--- config.mk ---
export PLATFORM = sky130hd
export DESIGN_NAME = tsb_reg_bank
export DESIGN_NICKNAME = d
export VERILOG_FILES = /design/src/tsb_pkg.sv /design/src/tsb_reg_bank.sv
export SDC_FILE = /design/constraint.sdc
export NUM_CORES = 1
export LEC_CHECK = 0
export ABC_AREA = 1
export BUFFER_PORTS_ARGS = -buffer_cell sky130_fd_sc_hd__buf_2
export CAP_MARGIN = 20
export CORE_ASPECT_RATIO = 1.5
export CORE_MARGIN = 2
export CORE_UTILIZATION = 50
export CTS_CLUSTER_SIZE = 8
export DETAILED_ROUTE_END_ITERATION = 8
export GPL_TIMING_DRIVEN = 0
export PLACE_DENSITY = 0.88
export SLEW_MARGIN = 20
export SYNTH_ARGS = -nofsm -noshare
export SYNTH_HDL_FRONTEND = slang
export SYNTH_SLANG_ARGS = --single-unit
--- constraint.sdc ---
create_clock -name clock -period 1.7 [get_ports clock]
set_input_delay 0.34 -clock clock [delete_from_list [all_inputs] [get_ports clock]]
set_output_delay 0.34 -clock clock [all_outputs]
set_load 0.03 [all_outputs]
--- src/tsb_pkg.sv ---
package tsb_pkg;

  // ----------------------------------------------------------------
  // Pointer values
  // ----------------------------------------------------------------
  localparam logic [7:0] P_LOC_HI   = 8'h00;
  localparam logic [7:0] P_REM_HI   = 8'h01;
  localparam logic [7:0] P_STATUS   = 8'h02;
  localparam logic [7:0] P_SETUP_RD = 8'h03;
  localparam logic [7:0] P_RATE_RD  = 8'h04;
  localparam logic [7:0] P_LUH_RD   = 8'h05;
  localparam logic [7:0] P_LLH_RD   = 8'h06;
  localparam logic [7:0] P_RUH_RD   = 8'h07;
  localparam logic [7:0] P_RLH_RD   = 8'h08;
  localparam logic [7:0] P_SETUP_WR = 8'h09;
  localparam logic [7:0] P_RATE_WR  = 8'h0A;
  localparam logic [7:0] P_LUH_WR   = 8'h0B;
  localparam logic [7:0] P_LLH_WR   = 8'h0C;
  localparam logic [7:0] P_RUH_WR   = 8'h0D;
  localparam logic [7:0] P_RLH_WR   = 8'h0E;
  localparam logic [7:0] P_ONESHOT  = 8'h0F;
  localparam logic [7:0] P_REM_LO   = 8'h10;
  localparam logic [7:0] P_RUL      = 8'h13;
  localparam logic [7:0] P_RLL      = 8'h14;
  localparam logic [7:0] P_LOC_LO   = 8'h15;
  localparam logic [7:0] P_LUL      = 8'h16;
  localparam logic [7:0] P_LLL      = 8'h17;
  localparam logic [7:0] P_NCORR    = 8'h18;
  localparam logic [7:0] P_ROVH     = 8'h19;
  localparam logic [7:0] P_RES      = 8'h1A;

  // ----------------------------------------------------------------
  // Reset values, writable bits and fixed bits
  // ----------------------------------------------------------------
  localparam logic [7:0] RST_PTR      = 8'h00;
  localparam logic [7:0] RST_ZERO     = 8'h00;
  localparam logic [7:0] RST_SETUP    = 8'h00;
  localparam logic [7:0] RST_RATE     = 8'h08;
  localparam logic [7:0] RST_HIGH_LIM = 8'h55;
  localparam logic [7:0] RST_RES      = 8'h1C;
  localparam logic [7:0] RD_UNMAPPED  = 8'h00;
  localparam logic [7:0] WM_SETUP     = 8'hE4;
  localparam logic [7:0] WM_RATE      = 8'h0F;
  localparam logic [7:0] WM_LIMIT_LO  = 8'hF0;
  localparam logic [7:0] WM_RES       = 8'h03;
  localparam logic [7:0] WM_ALL       = 8'hFF;
  localparam logic [7:0] FIX_RES      = 8'h1C;
  localparam logic [7:0] FIX_NONE     = 8'h00;

  // Local fraction masks, by resolution select code.
  localparam logic [7:0] FRAC_HALF    = 8'h80;
  localparam logic [7:0] FRAC_QUARTER = 8'hC0;
  localparam logic [7:0] FRAC_EIGHTH  = 8'hE0;
  localparam logic [7:0] FRAC_SIXTNTH = 8'hF0;

  // ----------------------------------------------------------------
  // Carriers
  // ----------------------------------------------------------------
  typedef struct packed {
    logic       ptr_wr;
    logic       data_wr;
    logic       rd;
    logic [7:0] data;
  } tsb_link_s;

  typedef struct packed {
    logic        local_done;
    logic [11:0] local_result_bits;
    logic        remote_done;
    logic [11:0] remote_result_bits;
  } tsb_conv_s;

  typedef struct packed {
    logic [7:0] device_setup;
    logic [7:0] sample_rate_select;
    logic [7:0] local_upper_limit_high;
    logic [7:0] local_lower_limit_high;
    logic [7:0] remote_upper_limit_high;
    logic [7:0] remote_lower_limit_high;
    logic [7:0] remote_upper_limit_low;
    logic [7:0] remote_lower_limit_low;
    logic [7:0] local_upper_limit_low;
    logic [7:0] local_lower_limit_low;
    logic [7:0] ideality_correction;
    logic [7:0] remote_overheat_limit;
    logic [7:0] local_fraction_select;
  } tsb_ctrl_s;

endpackage : tsb_pkg

--- src/tsb_reg_bank.sv ---
`timescale 1ns/1ns
`default_nettype none

module tsb_reg_bank #(
  parameter logic [7:0] HIGH_LIMIT_RESET = tsb_pkg::RST_HIGH_LIM
) (
  // Clock and reset
  input  wire logic              clock,
  input  wire logic              sys_rst,
  // Byte requests from the two-wire front end
  input  wire tsb_pkg::tsb_link_s link,
  output logic             [7:0] rd_data,
  output logic                   rd_valid,
  // Converter side
  input  wire tsb_pkg::tsb_conv_s conv,
  input  wire logic        [7:0] event_flags,
  output logic                   start_single,
  // Register contents that steer the converter and comparators
  output tsb_pkg::tsb_ctrl_s     ctrl,
  output logic             [7:0] pointer
);

  // ----------------------------------------------------------------
  // Helpers
  // ----------------------------------------------------------------
  function automatic logic [7:0] frac_mask(input logic [1:0] sel);
    case (sel)
      2'h0:    frac_mask = tsb_pkg::FRAC_HALF;
      2'h1:    frac_mask = tsb_pkg::FRAC_QUARTER;
      2'h2:    frac_mask = tsb_pkg::FRAC_EIGHTH;
      default: frac_mask = tsb_pkg::FRAC_SIXTNTH;
    endcase
  endfunction : frac_mask

  function automatic logic [7:0] low_byte(input logic [3:0] nib);
    low_byte = {nib, 4'h0};
  endfunction : low_byte

  function automatic logic [7:0] fixed_bits(input logic [7:0] d,
                                            input logic [7:0] wm,
                                            input logic [7:0] fix);
    fixed_bits = (d & wm) | fix;
  endfunction : fixed_bits

  // ----------------------------------------------------------------
  // Result storage
  // ----------------------------------------------------------------
  logic [11:0] local_result;
  logic [11:0] remote_result;
  logic [3:0]  hold_nib;
  logic        hold_remote;
  logic        hold_valid;
  logic [7:0]  next_rd_data;
  logic [7:0]  loc_frac_mask;
  logic        rd_loc_hi;
  logic        rd_rem_hi;

  assign loc_frac_mask = frac_mask(ctrl.local_fraction_select[1:0]);
  assign rd_loc_hi     = link.rd && (pointer == tsb_pkg::P_LOC_HI);
  assign rd_rem_hi     = link.rd && (pointer == tsb_pkg::P_REM_HI);

  // ----------------------------------------------------------------
  // Pointer
  // ----------------------------------------------------------------
  always_ff @(posedge clock)
  begin
    if (sys_rst)
      pointer <= tsb_pkg::RST_PTR;
    else if (link.ptr_wr)
      pointer <= link.data;
  end

  // ----------------------------------------------------------------
  // Conversion results
  // ----------------------------------------------------------------
  // Only reset and the converter strobes move these; link writes never reach them.
  always_ff @(posedge clock)
  begin
    if (sys_rst)
    begin
      local_result  <= 12'h000;
      remote_result <= 12'h000;
    end
    else
    begin
      if (conv.local_done)
        local_result <= conv.local_result_bits;
      if (conv.remote_done)
        remote_result <= conv.remote_result_bits;
    end
  end

  // ----------------------------------------------------------------
  // Same-conversion low byte snapshot
  // ----------------------------------------------------------------
  // A new conversion may land between the high and low reads, so the
  // low nibble is frozen when the high byte goes out. Any other read
  // drops the snapshot, matching the lapse of the guarantee.
  always_ff @(posedge clock)
  begin
    if (sys_rst)
    begin
      hold_nib    <= 4'h0;
      hold_remote <= 1'b0;
      hold_valid  <= 1'b0;
    end
    else if (rd_loc_hi)
    begin
      hold_nib    <= local_result[3:0];
      hold_remote <= 1'b0;
      hold_valid  <= 1'b1;
    end
    else if (rd_rem_hi)
    begin
      hold_nib    <= remote_result[3:0];
      hold_remote <= 1'b1;
      hold_valid  <= 1'b1;
    end
    else if (link.rd)
      hold_valid <= 1'b0;
  end

  // ----------------------------------------------------------------
  // Read multiplexer
  // ----------------------------------------------------------------
  // Write-only and unmapped pointers, including the write aliases,
  // read as zero.
  always_comb
  begin
    case (pointer)
      tsb_pkg::P_LOC_HI:   next_rd_data = local_result[11:4];
      tsb_pkg::P_REM_HI:   next_rd_data = remote_result[11:4];
      tsb_pkg::P_STATUS:   next_rd_data = event_flags;
      tsb_pkg::P_SETUP_RD: next_rd_data = ctrl.device_setup;
      tsb_pkg::P_RATE_RD:  next_rd_data = ctrl.sample_rate_select;
      tsb_pkg::P_LUH_RD:   next_rd_data = ctrl.local_upper_limit_high;
      tsb_pkg::P_LLH_RD:   next_rd_data = ctrl.local_lower_limit_high;
      tsb_pkg::P_RUH_RD:   next_rd_data = ctrl.remote_upper_limit_high;
      tsb_pkg::P_RLH_RD:   next_rd_data = ctrl.remote_lower_limit_high;
      tsb_pkg::P_REM_LO:
        if (hold_valid && hold_remote)
          next_rd_data = low_byte(hold_nib);
        else
          next_rd_data = low_byte(remote_result[3:0]);
      tsb_pkg::P_LOC_LO:
        if (hold_valid && !hold_remote)
          next_rd_data = low_byte(hold_nib) & loc_frac_mask;
        else
          next_rd_data = low_byte(local_result[3:0])
                         & loc_frac_mask;
      tsb_pkg::P_RUL:      next_rd_data = ctrl.remote_upper_limit_low;
      tsb_pkg::P_RLL:      next_rd_data = ctrl.remote_lower_limit_low;
      tsb_pkg::P_LUL:      next_rd_data = ctrl.local_upper_limit_low;
      tsb_pkg::P_LLL:      next_rd_data = ctrl.local_lower_limit_low;
      tsb_pkg::P_NCORR:    next_rd_data = ctrl.ideality_correction;
      tsb_pkg::P_ROVH:     next_rd_data = ctrl.remote_overheat_limit;
      tsb_pkg::P_RES:      next_rd_data = ctrl.local_fraction_select;
      default:             next_rd_data = tsb_pkg::RD_UNMAPPED;
    endcase
  end

  always_ff @(posedge clock)
  begin
    if (sys_rst)
    begin
      rd_data  <= tsb_pkg::RST_ZERO;
      rd_valid <= 1'b0;
    end
    else
    begin
      rd_valid <= link.rd;
      if (link.rd)
        rd_data <= next_rd_data;
    end
  end

  // ----------------------------------------------------------------
  // Writable registers
  // ----------------------------------------------------------------
  // Writes to read-only pointers and to unmapped ones fall into the
  // default branch and change nothing.
  always_ff @(posedge clock)
  begin
    if (sys_rst)
    begin
      ctrl.device_setup            <= tsb_pkg::RST_SETUP;
      ctrl.sample_rate_select      <= tsb_pkg::RST_RATE;
      ctrl.local_upper_limit_high  <= HIGH_LIMIT_RESET;
      ctrl.local_lower_limit_high  <= tsb_pkg::RST_ZERO;
      ctrl.remote_upper_limit_high <= HIGH_LIMIT_RESET;
      ctrl.remote_lower_limit_high <= tsb_pkg::RST_ZERO;
      ctrl.remote_upper_limit_low  <= tsb_pkg::RST_ZERO;
      ctrl.remote_lower_limit_low  <= tsb_pkg::RST_ZERO;
      ctrl.local_upper_limit_low   <= tsb_pkg::RST_ZERO;
      ctrl.local_lower_limit_low   <= tsb_pkg::RST_ZERO;
      ctrl.ideality_correction     <= tsb_pkg::RST_ZERO;
      ctrl.remote_overheat_limit   <= HIGH_LIMIT_RESET;
      ctrl.local_fraction_select   <= tsb_pkg::RST_RES;
    end
    else if (link.data_wr)
    begin
      case (pointer)
        tsb_pkg::P_SETUP_WR:
          ctrl.device_setup <= fixed_bits(link.data, tsb_pkg::WM_SETUP,
                                          tsb_pkg::FIX_NONE);
        tsb_pkg::P_RATE_WR:
          ctrl.sample_rate_select <= fixed_bits(link.data,
                                       tsb_pkg::WM_RATE,
                                       tsb_pkg::FIX_NONE);
        tsb_pkg::P_LUH_WR:
          ctrl.local_upper_limit_high  <= link.data;
        tsb_pkg::P_LLH_WR:
          ctrl.local_lower_limit_high  <= link.data;
        tsb_pkg::P_RUH_WR:
          ctrl.remote_upper_limit_high <= link.data;
        tsb_pkg::P_RLH_WR:
          ctrl.remote_lower_limit_high <= link.data;
        tsb_pkg::P_RUL:
          ctrl.remote_upper_limit_low <= fixed_bits(link.data,
                                           tsb_pkg::WM_LIMIT_LO,
                                           tsb_pkg::FIX_NONE);
        tsb_pkg::P_RLL:
          ctrl.remote_lower_limit_low <= fixed_bits(link.data,
                                           tsb_pkg::WM_LIMIT_LO,
                                           tsb_pkg::FIX_NONE);
        tsb_pkg::P_LUL:
          ctrl.local_upper_limit_low <= fixed_bits(link.data,
                                          tsb_pkg::WM_LIMIT_LO,
                                          tsb_pkg::FIX_NONE);
        tsb_pkg::P_LLL:
          ctrl.local_lower_limit_low <= fixed_bits(link.data,
                                          tsb_pkg::WM_LIMIT_LO,
                                          tsb_pkg::FIX_NONE);
        tsb_pkg::P_NCORR:
          ctrl.ideality_correction <= fixed_bits(link.data,
                                        tsb_pkg::WM_ALL,
                                        tsb_pkg::FIX_NONE);
        tsb_pkg::P_ROVH:
          ctrl.remote_overheat_limit <= link.data;
        tsb_pkg::P_RES:
          ctrl.local_fraction_select <= fixed_bits(link.data,
                                          tsb_pkg::WM_RES,
                                          tsb_pkg::FIX_RES);
        default:
          ctrl.device_setup <= ctrl.device_setup;
      endcase
    end
  end

  // ----------------------------------------------------------------
  // One-shot trigger
  // ----------------------------------------------------------------
  // The data byte is a don't-care and is not kept anywhere.
  always_ff @(posedge clock)
  begin
    if (sys_rst)
      start_single <= 1'b0;
    else
      start_single <= link.data_wr
                      && (pointer == tsb_pkg::P_ONESHOT);
  end
endmodule : tsb_reg_bank

`default_nettype wire

==> out/qor.yml, run 1 <==
wl_per_cell_um: 18.9
core_area_sq_um: 10900
setup_viol: 13
fin_crit_ns: 1.79
hold_ws_ns: 0.143
fin_crit_sh_pct: 106
rrSetupSlack_ns: -0.09
endpoint: "rd_data[5]"
crit_required_ns: 1.98
n_fill_cell: 808
stdcell_count: 1168
drc: 0
rsz0062_at_grt: "true"
portBuffers: 136
synth-main-ff-cell: "dfxtp_1"
start_util_pct: 50.9
ir_drop_mv: 1.03
antenna_found_initial: 0
htreeDepth: 4
fmax_ghz: 0.557
drive_above_1_share_pct: 32.4
synthTopCellsByCount: "159 x nand2_1, 122 x dfxtp_1, 101 x o21ai_0, 87 x nor2_1, 85 x a21oi_1"
final_area_sq_um: 7900
worst_slew_pin_slew_ns: 0.790
violations: "setup timing"
io_pins: 169
grt_overflow: 0
grt_use_total_pct: 33.4
cts_buffer_depth: 2
row_count: 47
seq_area_sq_um: 2460
ant_nets: 0
first_pass_iters: 6
hold_violations: 0
pwr-share-seq_pct: 37.9
start_kind: "flip-flop"
ys_seq_elements: 122
setup_tns_ns: -0.519
placed_cell_area_sq_um: 6540
ys_top_cells_by_area: "dfxtp_1 44%, nand2_1 11%, o21ai_0 9.1%"
pre_cts_ws_ns: -0.319
grt_max_degree: 17
fin_worst_skew_ns: 0.00787
dp_hpwl_um: 14700
grt_first_pass_wirelength_um: 31100
avgViaCountPerCell: 5.80
grt_pass1_vias: 6104
reg2regPathDepth: 11
combPwrFrac_pct: 12.2
nets: 1055
slew_headroom_pct: 47.4
cts.clk_slew.worst_paths_ns: 0.06
dp.cells: 1102
cp-end-kind: "flip-flop"
clock-sinks: 122
die_h_um: 133
switchingPower_mw: 2.01
postSynthCellCount: 791
syn_avg_cell_area_sq_um: 7.04
crit_fanout: 7
hold_path_class: "in2reg"
yosysTopAreaCell: "dfxtp_1"
finalWirelength_um: 22000
ys_seq_area_share_pct: 43.8
power_switching_share_pct: 25.4
cts-root-buf: "clkbuf_16"
syn-cell-area_sq_um: 5570
yosysUniqueCellTypes: 31
die_x_um: 90.2
r2r_end: "rd_data[5]"
crit_type: "reg2reg"
multi_input_area_sq_um: 2990
vias: 6775
clockPowerShare_pct: 49.9
synth_edf_count: 0
yosysWarnings: 0
power.density_nw_per_um2: 1010
internal_power_mw: 5.93
r2r_start: "pointer[2]"
clock_latency_ns: 0.43
dieArea_sq_um: 12000
cp_data_arrival_time_ns: 2.08
synth_top_area_share_pct: 43.8
cts_hold_buf: 0
yosys.cell_count.top_type: "nand2_1"
drv_cap: 0
startpoint: "pointer[2]"
leakagePower_nw: 3.70
slew_violations: 0
outcome: "complete, but fails checks"
cts_made_buffers: 17
drtIter0Drc: 948
setup_ws_ns: -0.0948
synthArstFlopShare_pct: 0
diodes: 0
area_delta_synth_final_pct: 41.8
cts_tree: "built"
gp_congestion: 0.977
==> worst max-delay path, stage by stage (launching register included) <==
cell	delay [ns]
dfxtp_4	0.40
inv_2	0.07
nand2_2	0.18
nor2_4	0.07
nand2_1	0.15
inv_2	0.09
nand2_1	0.06
nand2_1	0.05
nor2_1	0.26
nand3_1	0.13
nand2_1	0.09
a21oi_1	0.08
==> repair_timing <==
action	CTS	global route
setup endpoints to repair	79	75
buffers inserted	11	20
pin swaps	7	23
gates resized for setup	44	94
cloned	0	3
==> cells by family (layout without fill, tap and decap cells) <==
| group | after synthesis | in the layout | share of synthesized area (%) |
|---|---|---|---|
| other | 2 | 30 | 0.135 |
| buffers and inverters | 124 | 326 | 10.6 |
| AO/OA/AOI/OAI | 208 | 208 | 19.7 |
| flip-flops | 122 | 122 | 43.8 |
| AND/OR/NAND/NOR | 335 | 335 | 25.7 |
==> flip-flops by register name (all words and copies together), names as in the netlist <==
name,count
start_single,1
hold_valid,1
local_result,12
rd_valid,1
pointer,8
hold_remote,1
hold_nib,4
ctrl,74
remote_result,12
rd_data,8
==> per-layer routing <==
| metal | GRT usage [%] | share of wire, % | up-vias | wire, um |
|---|---|---|---|---|
| met4 | 28.5 | 11 | 0 | 2320 |
| li1 | - | - | 3010 | - |
| met3 | 8.43 | 11 | 183 | 2340 |
| met1 | 34.9 | 33 | 3040 | 7180 |
| met5 | 0 | 0 | - | 0 |
| met2 | 56.0 | 46 | 542 | 10200 |
==> power groups by stage <==
stage | registers [mW] | logic (mW) | clock network [mW]
2_1_floorplan | 3.10 | 0.454 | 0
3_3_place_gp | 3.06 | 0.728 | 0
3_5_place_dp | 3.06 | 0.735 | 0
4_1_cts | 3.00 | 0.797 | 3.94
5_1_grt | 3.02 | 1.02 | 4.09
6_report | 3.01 | 0.968 | 3.97
==> layout make-up <==
| class | instances | area share, % |
|---|---|---|
| inverter | 66 | 3.33 |
| clock inverter | 8 | 2.09 |
| timing repair buffer | 170 | 12.5 |
| multi-input combinational | 573 | 37.8 |
| buffer | 58 | 4.80 |
| sequential | 122 | 31.2 |
| tap | 147 | 2.33 |
| clock buffer | 24 | 5.97 |
==> stage by stage <==
stage | power, mW | util (%)
after global routing | 8.13 | 72.2
after floorplan | 3.55 | -
final | 7.95 | 72.2
after detailed placement | 3.79 | 59.8
after global placement | 3.79 | 59.8
after CTS | 7.74 | 67.7
==> worst min-delay path by stage <==
| stage | depth (start not counted) | start | to | slack, ns |
|---|---|---|---|---|
| floorplan | 2 | remote_result[5] | remote_result[5] | 0.43 |
| global placement | 2 | remote_result[5] | remote_result[5] | 0.44 |
| detailed placement | 2 | remote_result[5] | remote_result[5] | 0.44 |
| CTS | 3 | conv[17] | local_result[4] | 0.15 |
| global route | 3 | conv[18] | local_result[5] | 0.16 |
| finish | 3 | conv[17] | local_result[4] | 0.14 |
==> layout by cell type, fill, tap and decap left out, types with 5 or more instances in the layout <==
cell type,count
o21ai_0,88
buf_4,57
nor2_2,11
clkbuf_1,24
clkbuf_16,19
dfxtp_4,5
o21ai_1,8
nor2_4,23
a21oi_1,83
nand3_1,53
o211ai_1,14
dfxtp_1,114
nand2_2,21
bufinv_16,5
inv_2,5
inv_1,55
nand3_2,5
nor2_1,66
nand2_1,136
conb_1,30
o21ai_2,5
buf_6,5
buf_2,140
(Power assumes the default switching activity.)
==> inputs of run 2 (changes only) <==
CORE_MARGIN = 10   (was 2)
==> run 2 against run 1 <==
Clock-buffer cell count shrank 2. Sequential cell count stayed put. Highest routed layer unchanged. Non-clock buffer count shrank 10. Utilization is 2.9 points lower. The flow finishes with violations (DRC, setup timing). Sequential share of layout area increased by 1.1 points.
==> out/qor.yml, run 2 (synthesis gave the netlist of run 1 again) <==
critPathTopFamily: "simple AND/OR/NAND/NOR gates"
slew_headroom_pct: 46.0  # -1.3 points
largest_reg_flops: 74  # unchanged
diodes: 0  # unchanged
drv_cap: 0  # unchanged
gp_congestion: 1.01  # +3.7%
final_cell_mix: "148 x nand2_1, 137 x buf_2, 114 x dfxtp_1, 96 x o21ai_0, 85 x a21oi_1"
cts-root-buf: "clkbuf_16"
wl_per_cell_um: 21.2  # +12%
antenna_found_initial: 0  # unchanged
row_count: 47  # unchanged
hold_violations: 0  # unchanged
drtIter0Drc: 1206  # +27%
final_common_cell: "nand2_1"
violations: "DRC, setup timing"
portBuffers: 136  # unchanged
drc: 27  # +27
reg2regPathDepth: 10  # -1
path_depth: 10  # -1
switchingPower_mw: 2.08  # +3.1%
io_pins: 169  # unchanged
clock_latency_ns: 0.43  # about the same
p_total_mw: 7.52  # -5.3%
cts_buffer_depth: 2  # unchanged
setup_ws_ns: -0.201  # -0.106 ns
worst_slew_pin_slew_ns: 0.810  # +0.0201 ns
crit_top_cell: "nand2_1"
crit_buf_inv: 1  # -1
first_pass_iters: 9  # +3
die_h_um: 149  # +12%
die_x_um: 106  # +18%
outcome: "complete, but fails checks"
htreeDepth: 4  # unchanged
internal_power_mw: 5.44  # -8.2%
n_fill_cell: 815  # +0.87%
top_regs: "ctrl: 74 flops, local_result: 12 flops, remote_result: 12 flops"
setup_viol: 31  # +18
ir_drop_mv: 0.665  # -36%
final_util_pct: 69.3  # -2.9 points
fin_crit_ns: 1.90  # +0.106 ns
grt_overflow: 0  # unchanged
slowest_stage: "dfxtp_2"
crit_required_ns: 2.05  # +0.07 ns
crit_chain: "inv_2 > nor2_4 > nand2_2 > nor2_4 > nand2_1 > nand4_1 > nor2_2 > nand2_1 > nand2_1 > a21oi_1"
grt_pass1_vias: 6418  # +5.1%
cts.clk_slew.worst_paths_ns: 0.06  # about the same
grt_max_degree: 17  # unchanged
area_delta_synth_final_pct: 36.9
dieArea_sq_um: 15800  # +32%
nets: 1046  # -0.85%
max_stage_delay_ns: 0.46  # +0.06 ns
start_util_pct: 50.7  # -0.27 points
clockPowerShare_pct: 47.7  # -2.2 points
hold_path_class: "in2reg"
grt_use_total_pct: 28.0  # -5.5 points
crit_fanout: 8  # +1
fmax_ghz: 0.526  # -5.6%
pwr-share-seq_pct: 40.1  # +2.2 points
combPwrFrac_pct: 12.2  # about the same
crit_type: "reg2reg"
regMostFlops: "ctrl"
ant_nets: 0  # unchanged
fin_crit_sh_pct: 112  # +6.2 points
dp_hpwl_um: 16000  # +8.8%
cts_tree: "built"
cts_made_buffers: 17  # unchanged
avgViaCountPerCell: 6.01  # +3.6%
drive_above_1_share_pct: 30.4  # -2.0 points
power_switching_share_pct: 27.6  # +2.3 points
cp-end-kind: "flip-flop"
rsz0062_at_grt: "true"
vias: 6962  # +2.8%
slew_violations: 0  # unchanged
hold_ws_ns: 0.141  # -0.00249 ns
leakagePower_nw: 3.57  # -3.7%
cts_hold_buf: 0  # unchanged
start_kind: "flip-flop"
cp_data_arrival_time_ns: 2.25  # +0.17 ns
hold_depth: 3  # unchanged
finalWirelength_um: 24600  # +12%
core_area_sq_um: 11000  # +0.54%
clock-sinks: 122  # unchanged
grt_first_pass_wirelength_um: 34300  # +10%
fin_worst_skew_ns: 0.00913  # +0.00126 ns
power.density_nw_per_um2: 986  # -2.0%
-- run 2: final cells by class --
cell class              instances  area (sq um)  share of cell area (%)
clock inverters                10           118                    1.54
repair buffers                160           865                    11.3
well taps                     147           184                    2.41
multi-input cells             574          2920                    38.2
clock buffers                  22           464                    6.09
flip-flops and latches        122          2460                    32.3
plain buffers                  58           367                    4.81
inverters                      66           248                    3.25
-- run 2: tightest hold or removal path, stage by stage --
cell and delay (ns):
buf_2 0.07, nor2_1 0.03, nor2_1 0.08
-- run 2: metal layers --
metal  GRT usage (%)  wire [um]
met1            27.8       7670
met2            45.8      11000
met3            9.39       3320
met4            24.2       2530
met5               0          0
-- run 2: worst paths after layout --
path,from,to,slack (ns)
worst max register to register,pointer[1],rd_data[4],-0.20
worst min register to register,remote_result[5],remote_result[5],0.45
worst max-delay path,pointer[1],rd_data[4],-0.20
worst min-delay path,conv[17],local_result[4],0.14
-- run 2: power groups by stage --
stage | clock [mW] | sequential [mW] | combinational (mW)
after floorplan | 0 | 3.10 | 0.454
after global placement | 0 | 3.06 | 0.726
after detailed placement | 0 | 3.06 | 0.735
after CTS | 3.56 | 3.00 | 0.805
after global routing | 3.68 | 3.02 | 0.972
final | 3.59 | 3.01 | 0.921
-- run 2: metrics by stage --
step / instance area (sq um) / instances / TNS (ns) / setup slack [ns]
2_1_floorplan: 5680 / 819 / -0.0186 / -0.0186
3_3_place_gp: 6540 / 1102 / -6.42 / -0.201
3_5_place_dp: 6540 / 1102 / -7.82 / -0.236
4_1_cts: 7320 / 1144 / -0.0521 / -0.0370
5_1_grt: 7630 / 1159 / -5.09 / -0.250
6_report: 7630 / 1159 / -2.19 / -0.201
-- run 2: timing repair --
action,4_1_cts,5_1_grt
setup endpoints to repair,62,60
setup buffers,9,15
resized for setup,38,61
pin swaps,8,11
endpoints found under the hold margin,0,0
gates cloned,1,0
==> inputs of run 3 (changes only) <==
--- a/constraint.sdc
+++ b/constraint.sdc
@@ -3,2 +3,2 @@
 set_output_delay 0.34 -clock clock [all_outputs]
-set_load 0.03 [all_outputs]
+set_load 0.02 [all_outputs]
==> run 3 against run 2 <==
The run ends with setup timing left. Die area did not move. Combinational power fell by 7.7%. Sequential share of layout area increased by 0.13 points. Clock skew barely moved. Sequential power barely moved. Fmax down 6.5%. Clock-buffer cell count fell by 2. Global-route usage is 0.31 points lower. Design area about the same.
==> out/qor.yml, run 3 (synthesis gave the netlist of run 1 again) <==
regMostFlops: "ctrl"
row_count: 47  # unchanged
portBuffers: 136  # unchanged
pre_cts_ws_ns: -0.267  # -0.0305 ns
finalWirelength_um: 23500  # -4.3%
vias: 6718  # -3.5%
rsz0062_at_grt: "true"
fin_worst_skew_ns: 0.00892  # -0.000208 ns
final_util_pct: 69.3  # about the same
grt_pass1_vias: 6371  # -0.73%
start_util_pct: 50.7  # unchanged
wl_per_cell_um: 20.4  # -3.9%
grt_max_degree: 17  # unchanged
setup_ws_ns: -0.333  # -0.132 ns
drv_cap: 0  # unchanged
die_x_um: 106  # unchanged
antenna_found_initial: 0  # unchanged
area_delta_synth_final_pct: 36.8  # about the same
met3RoutedLength_um: 3000  # -9.8%
met1Wirelength_um: 7590  # -1.1%
hold_violations: 0  # unchanged
fmax_ghz: 0.492  # -6.5%
violations: "setup timing"
htreeDepth: 4  # unchanged
dp_hpwl_um: 16100  # +0.26%
cts_made_buffers: 17  # unchanged
ir_drop_mv: 0.717  # +7.9%
fin_crit_sh_pct: 120  # +7.8 points
nets: 1041  # -0.48%
setup_viol: 30  # -3.2%
leakagePower_nw: 3.58  # +0.31%
cp-end-kind: "flip-flop"
crit_required_ns: 2.04  # about the same
placed_cell_area_sq_um: 6540  # about the same
grt_first_pass_wirelength_um: 33900  # -1.1%
ant_nets: 0  # unchanged
final_cell_mix: "144 x nand2_1, 138 x buf_2, 114 x dfxtp_1, 98 x o21ai_0, 84 x a21oi_1"
cts-root-buf: "clkbuf_16"
slowest_stage: "dfxtp_4"
cts_hold_buf: 0  # unchanged
io_pins: 169  # unchanged
dr_wl_met2_um: 10700  # -3.5%
crit_chain: "nor2_4 > nand2_4 > inv_2 > nand4_2 > nor2_2 > buf_2 > o21ai_0 > a21oi_1"
avgViaCountPerCell: 5.82  # -3.1%
top_regs: "ctrl: 74 flops, local_result: 12 flops, remote_result: 12 flops"
power.density_nw_per_um2: 995  # +0.86%
grt_overflow: 0  # unchanged
grt_use_total_pct: 27.7  # -0.31 points
diodes: 0  # unchanged
cts_tree: "built"
drtIter0Drc: 961  # -20%
cts.clk_slew.worst_paths_ns: 0.06  # about the same
largest_reg_flops: 74  # unchanged
clock_latency_ns: 0.43  # about the same
start_kind: "flip-flop"
dieArea_sq_um: 15800  # unchanged
outcome: "complete, but fails checks"
final_common_cell: "nand2_1"
core_area_sq_um: 11000  # unchanged
max_stage_delay_ns: 0.36  # -0.10 ns
drive_above_1_share_pct: 30.7  # +0.25 points
gp_congestion: 1.00  # -1.3%
die_h_um: 149  # unchanged
hold_ws_ns: 0.139  # -0.00194 ns
cts_buffer_depth: 2  # unchanged
drc: 0  # -100%
clock-sinks: 122  # unchanged
crit_fanout: 10  # +2
slew_headroom_pct: 57.5  # +12 points
hold_path_class: "in2reg"
worst_slew_pin_slew_ns: 0.637  # -0.173 ns
cp_data_arrival_time_ns: 2.37  # +0.12 ns
first_pass_iters: 9  # unchanged
slew_violations: 0  # unchanged
fin_crit_ns: 2.03  # +0.132 ns
final_area_sq_um: 7620  # about the same
crit_type: "reg2reg"
top_layer: "met4"
run 3: power breakdown:
part | total [mW] | leakage (nW) | internal, mW | switching (mW)
logic | 0.850 | 2.30 | 0.277 | 0.573
registers | 3.01 | 0.997 | 2.94 | 0.0736
clock network | 3.72 | 0.284 | 2.37 | 1.35
run 3: layer usage:
layer,vias to the layer above,global-route usage [%]
li1,2969,-
met1,2951,28.3
met2,602,45.3
met3,196,9.86
met4,0,21.1
met5,-,0
run 3: critical path, delay by kind of cell, from the launching register on:
kind | cells | cell delay [ns]
DFF | 1 | 0.36
AOI/OAI and AO/OA | 2 | 0.51
buffers and inverters | 2 | 0.38
and+or+nand+nor | 4 | 0.69
run 3: cell type report:
cell class                 instances  area [sq um]
inverter                          66           250
multi-input combinational        573          2910
clock inverter                    12           148
tap                              147           184
fill                             837          3380
buffer                            58           355
sequential                       122          2470
clock buffer                      20           457
timing repair buffer             156           847
run 3: through the flow:
step                      std cells  power [mW]  TNS [ns]
after floorplan                 819        3.50         0
after global placement         1102        3.73     -7.23
after detailed placement       1102        3.74     -8.64
after CTS                      1143        7.44   -0.0278
after global routing           1154        7.75     -5.47
final                          1154        7.58     -2.28
run 3: final timing paths:
kind | startpoint | to | slack, ns | cells past startpoint
min | conv[17] | local_result[4] | 0.14 | 3
max reg2reg | pointer[6] | ctrl[60] | -0.33 | 8
max | pointer[6] | ctrl[60] | -0.33 | 8
min reg2reg | remote_result[5] | remote_result[5] | 0.46 | 2
run 3: timing repair:
item / 4_1_cts / 5_1_grt
resized for setup: 45 / 54
buffers inserted: 9 / 11
pin swaps: 8 / 9
endpoints found under the setup margin: 75 / 59
